`src/dmas_defines.svh`:
```
// Purpose: Constants for the multiply-accumulate slice and its register port
// Assumes: Included by bare name wherever an offset or field is needed
// Notes:   Functional notes follow
// Functional notes
// - Multiplier is one 16x16 or two separate 8x8 halves
// - Accumulator is one 32-bit or two separate 16-bit halves
// - Adder/subtracter 32 or 2x16 bits; result registered or direct
// - Input, intermediate and output registers each bypassable
// - Intermediate register between multiplier and accumulator
// - One clock drives every clocked element
// - Clock gate 1 updates elements, 0 keeps contents
// - A and B feed multiplier or adder directly; B defaults zero
// - C and D go straight to adder and default to zero
// - Each input register has its own freeze; 1 keeps contents
// - Upper clear empties A, C and upper multiplier pipeline
// - Lower clear empties B, D, lower pipeline and result pipeline
// - Output is full 32-bit result or two 16-bit half results
// - Each accumulator half has its own freeze input
// - Each accumulator half has its own active-high clear
// - Load select 0 accumulates, 1 loads the C operand
// - Op select 0 adds, 1 subtracts, per half when split; lower select rules the 32-bit word
// - Cascade carry/borrow taken from previous, given to next slice
// - Carry/borrow taken from lower tile, given to higher tile
// - Sign extension taken from previous, given to next slice
// - Multiply-accumulate at 8x8 and 16x16 widths
`ifndef DMAS_DEFINES_SVH
`define DMAS_DEFINES_SVH

// Register byte offsets
`define DMAS_CTRL_OFF    8'h00
`define DMAS_RESULT_OFF  8'h04
`define DMAS_FLAGS_OFF   8'h08

// Field positions
`define DMAS_CTRL_SWFRZ  0
`define DMAS_FLAG_CARRY  0
`define DMAS_FLAG_SIGN   1

// Reset values
`define DMAS_CTRL_RST    1'h0
`define DMAS_OPND_RST    16'h0000
`define DMAS_WORD_RST    32'h0000_0000

// Operand slots in the input register array
`define DMAS_SLOT_A      0
`define DMAS_SLOT_B      1
`define DMAS_SLOT_C      2
`define DMAS_SLOT_D      3

// AHB-Lite codes
`define DMAS_HTRANS_NSEQ 2'h2
`define DMAS_HRESP_OKAY  1'h0

`endif

```
`src/dmas_pkg.sv`:
```
// Purpose: Types shared by the slice core and its register slave
// Assumes: Offsets and reset values live in dmas_defines.svh
// Notes:   Each module keeps its whole state in one packed struct
package dmas_pkg;

  typedef logic [15:0] dmas_half_t;
  typedef logic [31:0] dmas_word_t;

  // Slice datapath state
  typedef struct packed {
    logic [3:0][15:0] opnd;   // A, B, C, D input registers
    dmas_word_t       mid;    // Intermediate product register
    dmas_word_t       mres;   // Multiplier result register
    dmas_word_t       acc;    // Accumulator, upper and lower halves
  } dmas_core_s;

  // Register slave state
  typedef struct packed {
    logic       wr;           // Write data phase pending
    logic [7:0] addr;         // Latched address of the data phase
    logic       swfrz;        // Software freeze of the whole slice
    dmas_word_t rdata;        // Read data for the data phase
  } dmas_bus_s;

endpackage

```
`src/dmas_regs_if.sv`:
```
// Purpose: Carrier between the slice core and its register slave
// Assumes: Both ends on sys_clk
// Notes:   Core drives state, slave drives control
interface dmas_regs_if;
  logic        swfrz;
  logic [31:0] result;
  logic        carry;
  logic        sign;

  modport core (input swfrz, output result, output carry, output sign);
  modport regs (output swfrz, input result, input carry, input sign);
endinterface

```
`src/dmas_ahb_regs.sv`:
```
// Purpose: AHB-Lite slave giving software control and view of the slice
// Assumes: Single word transfers, zero wait states
// Notes:   Read data is captured at the address phase, so it is a flop
`include "dmas_defines.svh"
module dmas_ahb_regs import dmas_pkg::*; (
  input  wire logic        sys_clk,
  input  wire logic        rst,
  input  wire logic        hsel,
  input  wire logic [31:0] haddr,
  input  wire logic [1:0]  htrans,
  input  wire logic        hwrite,
  input  wire logic [2:0]  hsize,
  input  wire logic [31:0] hwdata,
  input  wire logic        hready,
  output logic             hreadyout,
  output logic [31:0]      hrdata,
  output logic             hresp,
  dmas_regs_if.regs        rif
);

  dmas_bus_s st_ff;
  dmas_bus_s nxt_st;
  logic      take;

  // Word offset decode shared by reads and writes
  function automatic logic hit(input logic [7:0] a, input logic [7:0] off);
    hit = (a == off);
  endfunction

  // Only NONSEQ is honoured; size is always a word here
  assign take = hsel & hready & (htrans == `DMAS_HTRANS_NSEQ);

  always_comb begin
    nxt_st    = st_ff;
    nxt_st.wr = take & hwrite;
    if (take) begin
      nxt_st.addr = haddr[7:0];
    end
    // Write lands in the data phase when hwdata is valid
    if (st_ff.wr && hit(st_ff.addr, `DMAS_CTRL_OFF)) begin
      nxt_st.swfrz = hwdata[`DMAS_CTRL_SWFRZ];
    end
    // Unmapped reads return zero
    if (take && !hwrite) begin
      nxt_st.rdata = `DMAS_WORD_RST;
      if (hit(haddr[7:0], `DMAS_CTRL_OFF)) begin
        nxt_st.rdata[`DMAS_CTRL_SWFRZ] = st_ff.swfrz;
      end else if (hit(haddr[7:0], `DMAS_RESULT_OFF)) begin
        nxt_st.rdata = rif.result;
      end else if (hit(haddr[7:0], `DMAS_FLAGS_OFF)) begin
        nxt_st.rdata[`DMAS_FLAG_CARRY] = rif.carry;
        nxt_st.rdata[`DMAS_FLAG_SIGN]  = rif.sign;
      end
    end
  end

  always_ff @(posedge sys_clk) begin
    if (rst) begin
      st_ff <= '{wr: 1'b0, addr: 8'h00, swfrz: `DMAS_CTRL_RST,
                 rdata: `DMAS_WORD_RST};
    end else begin
      st_ff <= nxt_st;
    end
  end

  assign hreadyout = 1'b1;
  assign hresp     = `DMAS_HRESP_OKAY;
  assign hrdata    = st_ff.rdata;
  assign rif.swfrz = st_ff.swfrz;

endmodule

```
`src/dmas_slice.sv`:
```
// Purpose: Multiply-accumulate slice with bypassable pipeline registers
// Assumes: Fabric controls are on sys_clk; modes fixed at build time
// Notes:   Carry and sign outputs are combinational, as in a carry chain
`include "dmas_defines.svh"
module dmas_slice import dmas_pkg::*; #(
  parameter bit [3:0] IN_REG     = 4'hf, // Per operand A,B,C,D register
  parameter bit       MID_REG    = 1'b1, // Intermediate product register
  parameter bit       MRES_REG   = 1'b1, // Multiplier result register
  parameter bit       OUT_REG    = 1'b1, // 1 accumulator, 0 direct sum
  parameter bit       SPLIT_MULT = 1'b0, // 1 two 8x8, 0 one 16x16
  parameter bit       SPLIT_ACC  = 1'b0, // 1 two 16-bit, 0 one 32-bit
  parameter bit       USE_MULT   = 1'b1, // 0 A and B go straight to adder
  parameter bit       ACC_FB     = 1'b1, // 1 add to accumulator, 0 to C:D
  parameter bit       CHAIN_CIN  = 1'b0, // 1 carry from slice, 0 from tile
  parameter bit       SIGN_FILL  = 1'b0  // 1 addend is chain sign fill
) (
  input  wire logic        sys_clk,
  input  wire logic        rst,
  input  wire logic        slice_clock_gate,
  input  wire logic [15:0] op_a,
  input  wire logic [15:0] op_b = 16'h0000,
  input  wire logic [15:0] op_c = 16'h0000,
  input  wire logic [15:0] op_d = 16'h0000,
  input  wire logic        operand_a_freeze_port,
  input  wire logic        operand_b_freeze_port,
  input  wire logic        operand_c_freeze_port,
  input  wire logic        operand_d_freeze_port,
  input  wire logic        upper_input_clear_port,
  input  wire logic        lower_input_clear_port,
  input  wire logic        upper_acc_freeze_port,
  input  wire logic        upper_acc_clear_port,
  input  wire logic        upper_acc_load_port,
  input  wire logic        upper_acc_op_port,
  input  wire logic        lower_acc_freeze_port,
  input  wire logic        lower_acc_clear_port,
  input  wire logic        lower_acc_load_port,
  input  wire logic        lower_acc_op_port,
  input  wire logic        chain_carry_in_port,
  input  wire logic        tile_carry_in,
  input  wire logic        chain_sign_in,
  output logic [31:0]      result_out,
  output logic             chain_carry_out_port,
  output logic             tile_carry_out,
  output logic             chain_sign_out,
  input  wire logic        hsel,
  input  wire logic [31:0] haddr,
  input  wire logic [1:0]  htrans,
  input  wire logic        hwrite,
  input  wire logic [2:0]  hsize,
  input  wire logic [31:0] hwdata,
  input  wire logic        hready,
  output logic             hreadyout,
  output logic [31:0]      hrdata,
  output logic             hresp
);

  dmas_core_s       st_ff;
  dmas_core_s       nxt_st;
  dmas_regs_if      rif();
  logic             gate;
  logic [3:0]       freeze;
  logic [3:0][15:0] opnd_in;
  logic [3:0][15:0] opnd_sel;
  dmas_word_t       prod;
  dmas_word_t       mid_sel;
  dmas_word_t       mult_out;
  dmas_word_t       addend;
  dmas_word_t       augend;
  logic             cin;
  logic             c0_lo;
  logic             c0_hi;
  logic             op_hi;
  dmas_half_t       add_lo;
  dmas_half_t       add_hi;
  logic [16:0]      sum_lo;
  logic [16:0]      sum_hi;
  dmas_word_t       sum;

  // Unsigned 8x8 product, one per half in split mode
  function automatic dmas_half_t umul8(input logic [7:0] x,
                                       input logic [7:0] y);
    umul8 = 16'(x) * 16'(y);
  endfunction

  // Software freeze lets the bus stop the slice like the fabric gate
  assign gate = slice_clock_gate & ~rif.swfrz;

  assign opnd_in = {op_d, op_c, op_b, op_a};
  assign freeze  = {operand_d_freeze_port, operand_c_freeze_port,
                    operand_b_freeze_port, operand_a_freeze_port};

  // Per operand bypass of the input registers
  for (genvar i = 0; i < 4; i++) begin : g_opnd
    assign opnd_sel[i] = IN_REG[i] ? st_ff.opnd[i] : opnd_in[i];
  end

  // Multiplier: full width or two isolated byte halves
  always_comb begin
    if (SPLIT_MULT) begin
      prod = {umul8(opnd_sel[`DMAS_SLOT_A][15:8],
                    opnd_sel[`DMAS_SLOT_B][15:8]),
              umul8(opnd_sel[`DMAS_SLOT_A][7:0],
                    opnd_sel[`DMAS_SLOT_B][7:0])};
    end else begin
      prod = 32'(opnd_sel[`DMAS_SLOT_A]) * 32'(opnd_sel[`DMAS_SLOT_B]);
    end
  end

  // Two optional pipeline stages behind the multiplier
  assign mid_sel  = MID_REG ? st_ff.mid : prod;
  assign mult_out = MRES_REG ? st_ff.mres : mid_sel;

  // Addend: product, raw A:B, or the sign fill of a lower slice
  always_comb begin
    if (SIGN_FILL) begin
      addend = {32{chain_sign_in}};
    end else if (USE_MULT) begin
      addend = mult_out;
    end else begin
      addend = {opnd_sel[`DMAS_SLOT_A], opnd_sel[`DMAS_SLOT_B]};
    end
  end

  // Augend: running accumulator for MAC, else the C:D operands
  assign augend = ACC_FB ? st_ff.acc
                : {opnd_sel[`DMAS_SLOT_C], opnd_sel[`DMAS_SLOT_D]};

  // Carry-in means borrow when subtracting, so it is inverted then
  assign cin   = CHAIN_CIN ? chain_carry_in_port : tile_carry_in;
  assign c0_lo = lower_acc_op_port ? ~cin : cin;
  // Whole-word mode uses one operation so the carry stays meaningful
  assign op_hi = SPLIT_ACC ? upper_acc_op_port : lower_acc_op_port;

  // Invert at 16 bits before widening, so bit 16 keeps a true carry
  assign add_lo = lower_acc_op_port ? ~addend[15:0] : addend[15:0];
  assign add_hi = op_hi ? ~addend[31:16] : addend[31:16];

  // Lower half adder/subtracter
  always_comb begin
    sum_lo = 17'(augend[15:0])
           + 17'(add_lo)
           + 17'(c0_lo);
  end

  // Upper half: chained in 32-bit mode, isolated when split
  assign c0_hi = SPLIT_ACC ? op_hi : sum_lo[16];

  always_comb begin
    sum_hi = 17'(augend[31:16])
           + 17'(add_hi)
           + 17'(c0_hi);
  end

  assign sum = {sum_hi[15:0], sum_lo[15:0]};

  // Next state: input registers, product pipeline, accumulator
  always_comb begin
    nxt_st = st_ff;
    if (gate) begin
      for (int i = 0; i < 4; i++) begin
        if ((i == `DMAS_SLOT_A || i == `DMAS_SLOT_C) &&
            upper_input_clear_port) begin
          nxt_st.opnd[i] = `DMAS_OPND_RST;
        end else if ((i == `DMAS_SLOT_B || i == `DMAS_SLOT_D) &&
                     lower_input_clear_port) begin
          nxt_st.opnd[i] = `DMAS_OPND_RST;
        end else if (!freeze[i]) begin
          nxt_st.opnd[i] = opnd_in[i];
        end
      end
      // Intermediate product halves follow their own clears
      nxt_st.mid[31:16] = upper_input_clear_port ? `DMAS_OPND_RST
                        : prod[31:16];
      nxt_st.mid[15:0]  = lower_input_clear_port ? `DMAS_OPND_RST
                        : prod[15:0];
      nxt_st.mres       = lower_input_clear_port ? `DMAS_WORD_RST
                        : mid_sel;
      // Upper accumulator half
      if (upper_acc_clear_port) begin
        nxt_st.acc[31:16] = `DMAS_OPND_RST;
      end else if (!upper_acc_freeze_port) begin
        nxt_st.acc[31:16] = upper_acc_load_port ? opnd_sel[`DMAS_SLOT_C]
                          : sum[31:16];
      end
      // Lower accumulator half
      if (lower_acc_clear_port) begin
        nxt_st.acc[15:0] = `DMAS_OPND_RST;
      end else if (!lower_acc_freeze_port) begin
        nxt_st.acc[15:0] = lower_acc_load_port ? opnd_sel[`DMAS_SLOT_C]
                         : sum[15:0];
      end
    end
  end

  // Every element on the one slice clock
  always_ff @(posedge sys_clk) begin
    if (rst) begin
      st_ff <= '{opnd: '0, mid: `DMAS_WORD_RST, mres: `DMAS_WORD_RST,
                 acc: `DMAS_WORD_RST};
    end else begin
      st_ff <= nxt_st;
    end
  end

  // Result: accumulator flop, or the adder straight through
  assign result_out = OUT_REG ? st_ff.acc : sum;

  // Carry/borrow out of the top half goes to both neighbours
  assign chain_carry_out_port = op_hi ? ~sum_hi[16] : sum_hi[16];
  assign tile_carry_out       = chain_carry_out_port;
  assign chain_sign_out       = addend[31];

  assign rif.result = result_out;
  assign rif.carry  = chain_carry_out_port;
  assign rif.sign   = chain_sign_out;

  dmas_ahb_regs u_regs (
    .sys_clk   (sys_clk),
    .rst       (rst),
    .hsel      (hsel),
    .haddr     (haddr),
    .htrans    (htrans),
    .hwrite    (hwrite),
    .hsize     (hsize),
    .hwdata    (hwdata),
    .hready    (hready),
    .hreadyout (hreadyout),
    .hrdata    (hrdata),
    .hresp     (hresp),
    .rif       (rif)
  );
endmodule

```
`config.mk`:
```
export PLATFORM = sky130hd
export DESIGN_NAME = dmas_slice
export DESIGN_NICKNAME = d
export VERILOG_FILES = /design/src/dmas_pkg.sv /design/src/dmas_regs_if.sv /design/src/dmas_ahb_regs.sv /design/src/dmas_slice.sv
export VERILOG_INCLUDE_DIRS = /design/src
export SDC_FILE = /design/constraint.sdc
export NUM_CORES = 1
export LEC_CHECK = 0
export BUFFER_PORTS_ARGS = -buffer_cell sky130_fd_sc_hd__buf_2
export CORE_UTILIZATION = 54
export CTS_BUF_LIST = sky130_fd_sc_hd__clkbuf_16
export DETAILED_ROUTE_END_ITERATION = 8
export GPL_ROUTABILITY_DRIVEN = 1
export GPL_TIMING_DRIVEN = 0
export HOLD_SLACK_MARGIN = 0.12
export PLACE_DENSITY = 0.84
export SLEW_MARGIN = 20
export SYNTH_ARGS = -nofsm -noshare
export SYNTH_HDL_FRONTEND = slang
export SYNTH_HIERARCHICAL = 1
export SYNTH_SLANG_ARGS = --single-unit
```
`constraint.sdc`:
```
create_clock -name sys_clk -period 7.39 [get_ports sys_clk]
set_input_delay 0.3695 -clock sys_clk [delete_from_list [all_inputs] [get_ports sys_clk]]
set_output_delay 0.3695 -clock sys_clk [all_outputs]
set_load 0.1 [all_outputs]
```
==> results.txt, run 1 <==
Traced cell by cell, the critical path runs through clkbuf_1 > nand2_1 > fa_1 > fa_1 > fa_1 > fa_1 > inv_1 > fa_1 > inv_1 > fa_1 > inv_1 > ha_1 > a211oi_1 > nor2_1 > o31ai_1 > a21oi_1 > o31ai_2 > o211a_4 > nor2_1 > or3_1 > a32o_1. The library cell used most frequently in the layout, excluding fill and tap cells, is sky130_fd_sc_hd__nand2_1. For this run, the total global-route usage over all layers was measured as 30.0%.

Launch point of the worst path: opnd_sel[10]. STA classifies the critical path endpoint as a flip-flop. The tree built by TritonCTS fans out to 186 sinks.

The run gives 8.89 nW as the leakage power. The maximum level of the CTS H-tree is 4. Type of the worst min-delay path: in2reg. The overall power was 2.32 mW; the count of cells along the worst register-to-register path was 21.

The number of antenna violations at the first check in global routing is 1, and the mean post-synth cell area is 8.83 µm². The transition time at the pin with the least slew margin is 1.02 ns, and the count of state elements after synthesis is 186. After layout, the worst path uses 94.5% of the clock period. The clock root buffer was sky130_fd_sc_hd__clkbuf_16. Setup violations remaining at the end of the flow were counted as 0. The run gives 0 as the DRC violations left. The area taken by multi-input logic gates came out at 12000 µm². Counting stages on the worst path, the most repeated cell is sky130_fd_sc_hd__fa_1. TritonCTS built the clock tree.

Setup repair after global routing left no endpoint under its margin. For this design the top-level I/O count stands at 225. After technology mapping, the gate count stands at 1964.

Derived from the worst setup path, the maximum achievable clock frequency is 143 MHz. Across the run, the number of max-cap violations was 0. Across all layers, the routed design uses 15.0k vias.

The clock tree buffer depth came out at 2. The largest individual stage delay along the critical path comes from the cell sky130_fd_sc_hd__dfxtp_1. The clock-pin slew reported for the worst setup and hold paths after clock tree synthesis came out at 0.07 ns. The tools report the end point of the critical path as mid_sel[28]. The sequential cells in the finished layout cover a total of 3720 µm². Initial core utilization: 54.9%. The startpoint identified for the worst register-to-register timing path is opnd_sel[10]. For this design the ratio of total power to cell area is 121 nW/µm². The detailed router finished its first iteration with 1398 violations. The worst register-to-register path ends at mid_sel[28]. In the final layout, the share of cells above drive strength 1 is 11.1%. The run gives 31.3% as the relative slew slack. The cell area that synthesis handed to floorplanning was 17300 µm². Counting the buffers created by CTS gives 17. The average routed wire per standard cell works out to 19.3 µm. The library cells used most frequently in the layout, excluding fill and tap cells, are 251 x sky130_fd_sc_hd__nand2_1, 239 x sky130_fd_sc_hd__inv_1, 198 x sky130_fd_sc_hd__fa_1. In this run the core area contains 65 standard-cell rows.

The die is 181 µm wide. In this run, synthesis inferred 0 flip-flops with an integrated enable. Summed over all layers, the routed wires come to 49.0 mm.

The shortest clock period the worst path allows after layout works out to 6.98 ns. The critical path in this run is classified as reg2reg. Dividing the detail-routed via count by the number of cells gives 5.91. 0 antenna diodes ended up in the layout. The later pin in the worst-skew pair is clocked with a latency of 0.47 ns. The area growth from synthesis to layout is 10.3%. The region available for standard cell placement spans 31600 µm². Die area: 32800 µm². The via count of the first global-routing pass is 14.9k. The count of hold buffers inserted by post-cts repair was 0; the final setup TNS was 0 ns.

The worst-case vdd ir drop was 161 µV. The first detailed-routing pass ran for 7 iterations. After filler insertion, the fill cell instance count of the layout stands at 2593. The run gives 7.32 ns as the critical path data arrival time. On the final layout, the worst clock skew is 0.0240 ns. The largest fanout on the critical path came out at 10. HPWL reported at the end of detailed placement: 39.0 mm. Synthesis produced a netlist with a net count of 2452. The number of slew-limit violations in the final report came out at 0. The startpoint type of the worst setup path is a flip-flop. The global-route wire length before repair is 77.1 mm. Most instantiated flip-flop cell in the synthesis netlist: sky130_fd_sc_hd__dfxtp_1. Global routing finished with a remaining overflow of 0. In this design, the stage delay of the slowest critical-path cell is 0.61 ns. The net count of the finished layout is 2610. The run gives 6 as the warning count from the yosys run. The die is 181 µm tall. For the count of endpoints failing hold in the final timing report, the log shows 0. Entering global routing, the biggest net connects 19 pins. The register-to-register path setup slack came out at 0.41 ns.

At the worst endpoint, the required time is 7.73 ns. The count of nets left with antenna violations once routing finished came out at 0. Routability-driven placement finished with a final weighted congestion of 0.981. The tools report the sequential share of the synthesized area as 21.5%.

The async set or reset register ratio after synthesis was 0%; the number of port buffers was 139. The run finished with clean final reports. For the number of distinct standard cells referenced by the synthesized netlist, the log shows 72.
==> routing by layer <==
layer	track usage, %	up-vias	share of wire [%]
met4	15.5	2	5.1
met3	7.16	170	9.5
met2	50.8	798	48
met5	0	-	0.016
li1	-	6778	-
met1	35.4	7252	38
==> kinds of logic (layout without fill, tap and decap cells) <==
| group | after synthesis | in the layout | synth area share, % |
|---|---|---|---|
| buffers and inverters | 386 | 556 | 9.40 |
| AND/OR/NAND/NOR | 634 | 634 | 18.3 |
| flip-flops | 186 | 186 | 21.5 |
| other | 2 | 2 | 0.0433 |
| AO/OA/AOI/OAI | 340 | 340 | 13.9 |
| XOR/XNOR | 80 | 80 | 4.04 |
| adder cells (fa/ha/maj) | 332 | 332 | 32.5 |
| multiplexers | 4 | 4 | 0.253 |
==> through the flow <==
step	instances	util (%)	instance area, µm²	setup slack, ns	hold WS, ns
floorplan	1964	-	17300	0.259	0.425
global placement	2505	58.7	18500	0.559	0.438
detailed placement	2505	58.8	18500	0.452	0.447
CTS	2536	60.6	19100	0.432	0.137
global route	2536	60.6	19100	0.113	0.151
finish	2536	60.6	19100	0.409	0.146
==> worst max-delay path, delay by kind of cell (launching register included) <==
kind,cells,cell delay [ns]
adders and majority gates,7,3.44
AOI/OAI and AO/OA,6,1.49
and+or+nand+nor,4,0.67
buffers and inverters,4,0.65
DFF,1,0.61
==> flip-flops by register name (all words and copies together), names as in the netlist <==
name / count
addend: 32
mid_sel: 32
opnd_sel: 48
result_out: 32
u_regs/hrdata: 32
u_regs/rif.swfrz: 1
u_regs/st_ff: 9
==> worst min-delay path by stage <==
stage / from / endpoint / slack [ns] / cells after the start
6_report: op_c[13] / opnd_sel[45] / 0.15 / 3
5_1_grt: op_a[3] / opnd_sel[3] / 0.15 / 3
4_1_cts: op_c[13] / opnd_sel[45] / 0.14 / 3
2_1_floorplan: mid_sel[30] / mid_sel[30] / 0.43 / 2
3_3_place_gp: mid_sel[26] / mid_sel[26] / 0.44 / 2
3_5_place_dp: mid_sel[16] / mid_sel[16] / 0.45 / 2
==> report_power, final <==
part | internal, mW | total, mW | switching, mW
registers | 1.02 | 1.04 | 0.0265
logic | 0.100 | 0.334 | 0.233
clock network | 0.478 | 0.942 | 0.465
total | 1.59 | 2.32 | 0.725
==> final cells by class <==
cell class                 count  area share (%)
multi-input combinational   1392            62.7
sequential                   186            19.5
inverter                     240            4.71
buffer                       146            3.82
timing repair buffer         139            3.64
tap                          402            2.63
clock buffer                  17            2.22
clock inverter                14           0.811
==> cells in the mapped netlist (all sizes together) (7+ instances only) <==
library cell	n	area share [%]
a222oi	12	0.69
nor2	123	2.7
and3	10	0.36
nand3b	38	1.6
fa	198	23
nor4b	31	1.6
inv	239	5.2
a21oi	90	2.6
a32o	34	2.0
xor2	48	2.4
and2	116	4.2
nand2	251	5.4
xnor2	32	1.6
nor2b	7	0.30
o211ai	10	0.46
buf	55	2.2
a21o	15	0.65
o21ai	53	1.6
nand3	10	0.29
o31ai	8	0.53
dfxtp	186	21
nor3	17	0.49
clkbuf	91	2.0
a22oi	72	3.1
nand2b	10	0.40
ha	134	9.7
o21a	9	0.39
or3	8	0.29
==> repair_timing <==
action / 4_1_cts / 5_1_grt
setup endpoints to repair: 0 / 1
setup buffers: 0 / 0
resized for setup: 0 / 2
Power figures use the tool's default switching activity.
==> run 2, diff against run 1 <==
Clock period 7.39 ns to 6.9 ns, I/O delays scaled along.
==> results.txt, run 2 (synthesis results as in run 1) <==
The areal power density over the cells works out to 129 nW/µm² (+6.6%). For the top-level I/O count, the log shows 225 (unchanged). The area of all placed cells without fillers is 19400 µm² (+1.2%). The total overflow reported by the global router is 0 (unchanged).

The post-detailed-route count of antenna-violating nets came out at 0 (unchanged). Clock tree buffer depth: 2 (unchanged). The worst setup path is of the reg2reg kind.

The number of antenna diodes was 0 (unchanged); the core occupancy in the finished layout was 61.3% (+0.73 points). The worst setup path is captured at a flip-flop. The critical path required time came out at 7.26 ns (-0.47 ns). The tools report the final setup slack of the worst path as 0.161 ns (-0.249 ns). The count of endpoints failing hold in the final timing report was 0 (unchanged); the placeable core region was 31600 µm² (unchanged). The logs give -0.0337 ns (-0.485 ns) for the pre-CTS worst setup slack and 7.10 ns (-0.22 ns) for the critical path data arrival time. Area taken by flip-flops and latches: 3730 µm² (about the same). The vertical die dimension is 181 µm (unchanged). The post-CTS setup buffer count was 0 (unchanged).

The type of the worst min-delay path is in2reg. For the number of nets in the finished design, the log shows 2629 (+0.73%). The clock root buffer was sky130_fd_sc_hd__clkbuf_16.

The maximum number of pins on one net before global-route repair is 19 (unchanged). The area taken by multi-input logic gates is 12000 µm² (about the same). TritonCTS built the clock tree. The maximum level of the CTS H-tree came out at 4 (unchanged). For the number of CTS-inserted buffers, the log shows 17 (unchanged). The average routed wire per standard cell was 19.2 µm (-0.33%). The run gives 38.9 mm (-0.26%) as the HPWL reported at the end of detailed placement. The first-pass iteration count of the detailed router is 7 (unchanged). The initial core utilization is 54.9% (unchanged). The largest fanout on the critical path is 10 (unchanged), and the number of DRC markers after the initial detailed-route iteration is 1217 (-13%). For the cell area after placement, the log shows 18600 µm² (about the same). The count of cells along the worst register-to-register path is 22 (+4.8%), and the leakage power is 9.02 nW (+1.5%).

The library cell used most frequently in the layout, excluding fill and tap cells, is sky130_fd_sc_hd__nand2_1. The end point of the critical path is mid_sel[28]. The clock-pin slew reported for the worst setup and hold paths after clock tree synthesis is 0.08 ns (about the same). Routed wire length: 49.2 mm (+0.42%). The worst flop-to-flop path startpoint is opnd_sel[5]. The layout overhead on the synthesized area came out at 11.6%. The tools report the final setup violation count as 0 (unchanged). The tools report the number of fill cells as 2646 (+2.0%).

For the number of antenna violations at the first check in global routing, the log shows 0 (-1). The die width was 181 µm (unchanged). The endpoint identified for the worst register-to-register timing path is mid_sel[28].

The share of final-layout standard cells stronger than drive strength 1 was 11.8% (+0.69 points); the global-route wire length before repair was 77.1 mm (about the same). The number of port buffers was 139 (unchanged); the sink count of the clock tree was 186 (unchanged). The run gives 0.0164 ns (-0.00761 ns) as the setup skew after layout. The overall global routing resource usage was 30.2% (+0.16 points); the via count was 15.0k (+0.31%).

Mean number of vias per cell: 5.89 (-0.43%). For the total number of placement rows, the log shows 65 (unchanged). The shortest clock period the worst path allows after layout came out at 6.74 ns (-0.241 ns).

The share of the cycle needed by the critical path after routing is 97.7% (+3.2 points). Register-to-register path setup slack: 0.16 ns (-0.25 ns). Flip-flop count of the largest register, all copies and words added: 48 (unchanged).

The run gives 0 (unchanged) as the DRC violations left. The worst-case vdd ir drop was 166 µV (+2.8%). STA classifies the critical path startpoint as a flip-flop. Transition time at the pin with the least slew margin: 1.06 ns (+0.0370 ns). The worst-skew pair later-pin latency is 0.47 ns (about the same), and the max-capacitance violation count is 0 (unchanged). The library cells used most frequently in the layout, excluding fill and tap cells, are 251 x sky130_fd_sc_hd__nand2_1, 240 x sky130_fd_sc_hd__inv_1, 198 x sky130_fd_sc_hd__fa_1. The relative slew slack was 28.8% (-2.5 points).

The logs give 0 (unchanged) for the number of slew-limit violations in the final report and 0.977 (-0.37%) for the routability-driven placement congestion ratio. The run finished with clean final reports. The die area was 32800 µm² (unchanged).

The launch point of the worst path was opnd_sel[5]. The tools report the via count of the first global-routing pass as 15.1k (+1.6%). The upper clock frequency limit came out at 148 MHz (+3.6%).
==> run 2: critical path, cell delays in order (launching register included) <==
cell and delay, ns:
sky130_fd_sc_hd__dfxtp_1 0.57, sky130_fd_sc_hd__clkbuf_1 0.57, sky130_fd_sc_hd__and2_1 0.24, sky130_fd_sc_hd__fa_1 0.41, sky130_fd_sc_hd__inv_1 0.08, sky130_fd_sc_hd__fa_1 0.43
sky130_fd_sc_hd__fa_1 0.44, sky130_fd_sc_hd__fa_1 0.50, sky130_fd_sc_hd__inv_1 0.05, sky130_fd_sc_hd__fa_1 0.55, sky130_fd_sc_hd__inv_1 0.06, sky130_fd_sc_hd__fa_1 0.48
sky130_fd_sc_hd__inv_1 0.06, sky130_fd_sc_hd__ha_1 0.33, sky130_fd_sc_hd__a211oi_1 0.22, sky130_fd_sc_hd__nor2_1 0.09, sky130_fd_sc_hd__o31ai_1 0.20, sky130_fd_sc_hd__a21oi_1 0.17
sky130_fd_sc_hd__o31ai_2 0.31, sky130_fd_sc_hd__o211a_4 0.24, sky130_fd_sc_hd__nor2_1 0.07, sky130_fd_sc_hd__or3_1 0.31, sky130_fd_sc_hd__a32o_1 0.26
==> run 2: final cells by class <==
| class | instances | share of cell area, % |
|---|---|---|
| multi-input combinational | 1392 | 62.0 |
| sequential | 186 | 19.2 |
| inverter | 240 | 4.65 |
| timing repair buffer | 158 | 4.60 |
| buffer | 146 | 3.85 |
| tap | 402 | 2.60 |
| clock buffer | 17 | 2.20 |
| clock inverter | 14 | 0.827 |
==> run 2: through the flow <==
step                      std cells  hold WS (ns)  power [mW]  setup TNS (ns)
after floorplan                1964         0.425        1.37               0
after global placement         2505         0.438        1.48               0
after detailed placement       2505         0.440        1.49         -0.0337
after CTS                      2555         0.120        2.49               0
after global routing           2555         0.133        2.57        -0.00291
final                          2555         0.130        2.50               0
==> run 2: power breakdown <==
group          switching [mW]  internal (mW)
Sequential             0.0283           1.09
Clock                   0.505          0.512
Combinational           0.251          0.115
Total                   0.784           1.72
==> run 2: worst min-delay path by stage <==
stage | start | end | slack [ns] | depth (start not counted)
after floorplan | mid_sel[30] | mid_sel[30] | 0.43 | 2
final | op_a[10] | opnd_sel[10] | 0.13 | 3
after CTS | op_c[10] | opnd_sel[42] | 0.12 | 3
after global placement | mid_sel[26] | mid_sel[26] | 0.44 | 2
after detailed placement | mid_sel[26] | mid_sel[26] | 0.44 | 2
after global routing | op_c[2] | opnd_sel[34] | 0.13 | 3
==> run 2: layer usage <==
metal | vias to the layer above | track usage (%) | wire length [µm]
met5 | - | 0 | 0
met4 | 0 | 16.6 | 2420
met3 | 173 | 5.79 | 4320
met2 | 779 | 51.1 | 23500
met1 | 7282 | 36.0 | 19000
li1 | 6813 | - | -
==> run 2: what timing repair did <==
| item | 4_1_cts | 5_1_grt |
|---|---|---|
| hold buffers | 19 | 0 |
| endpoints found under the hold margin | 19 | 0 |
| resized for setup | 1 | 29 |
| endpoints found under the setup margin | 2 | 10 |
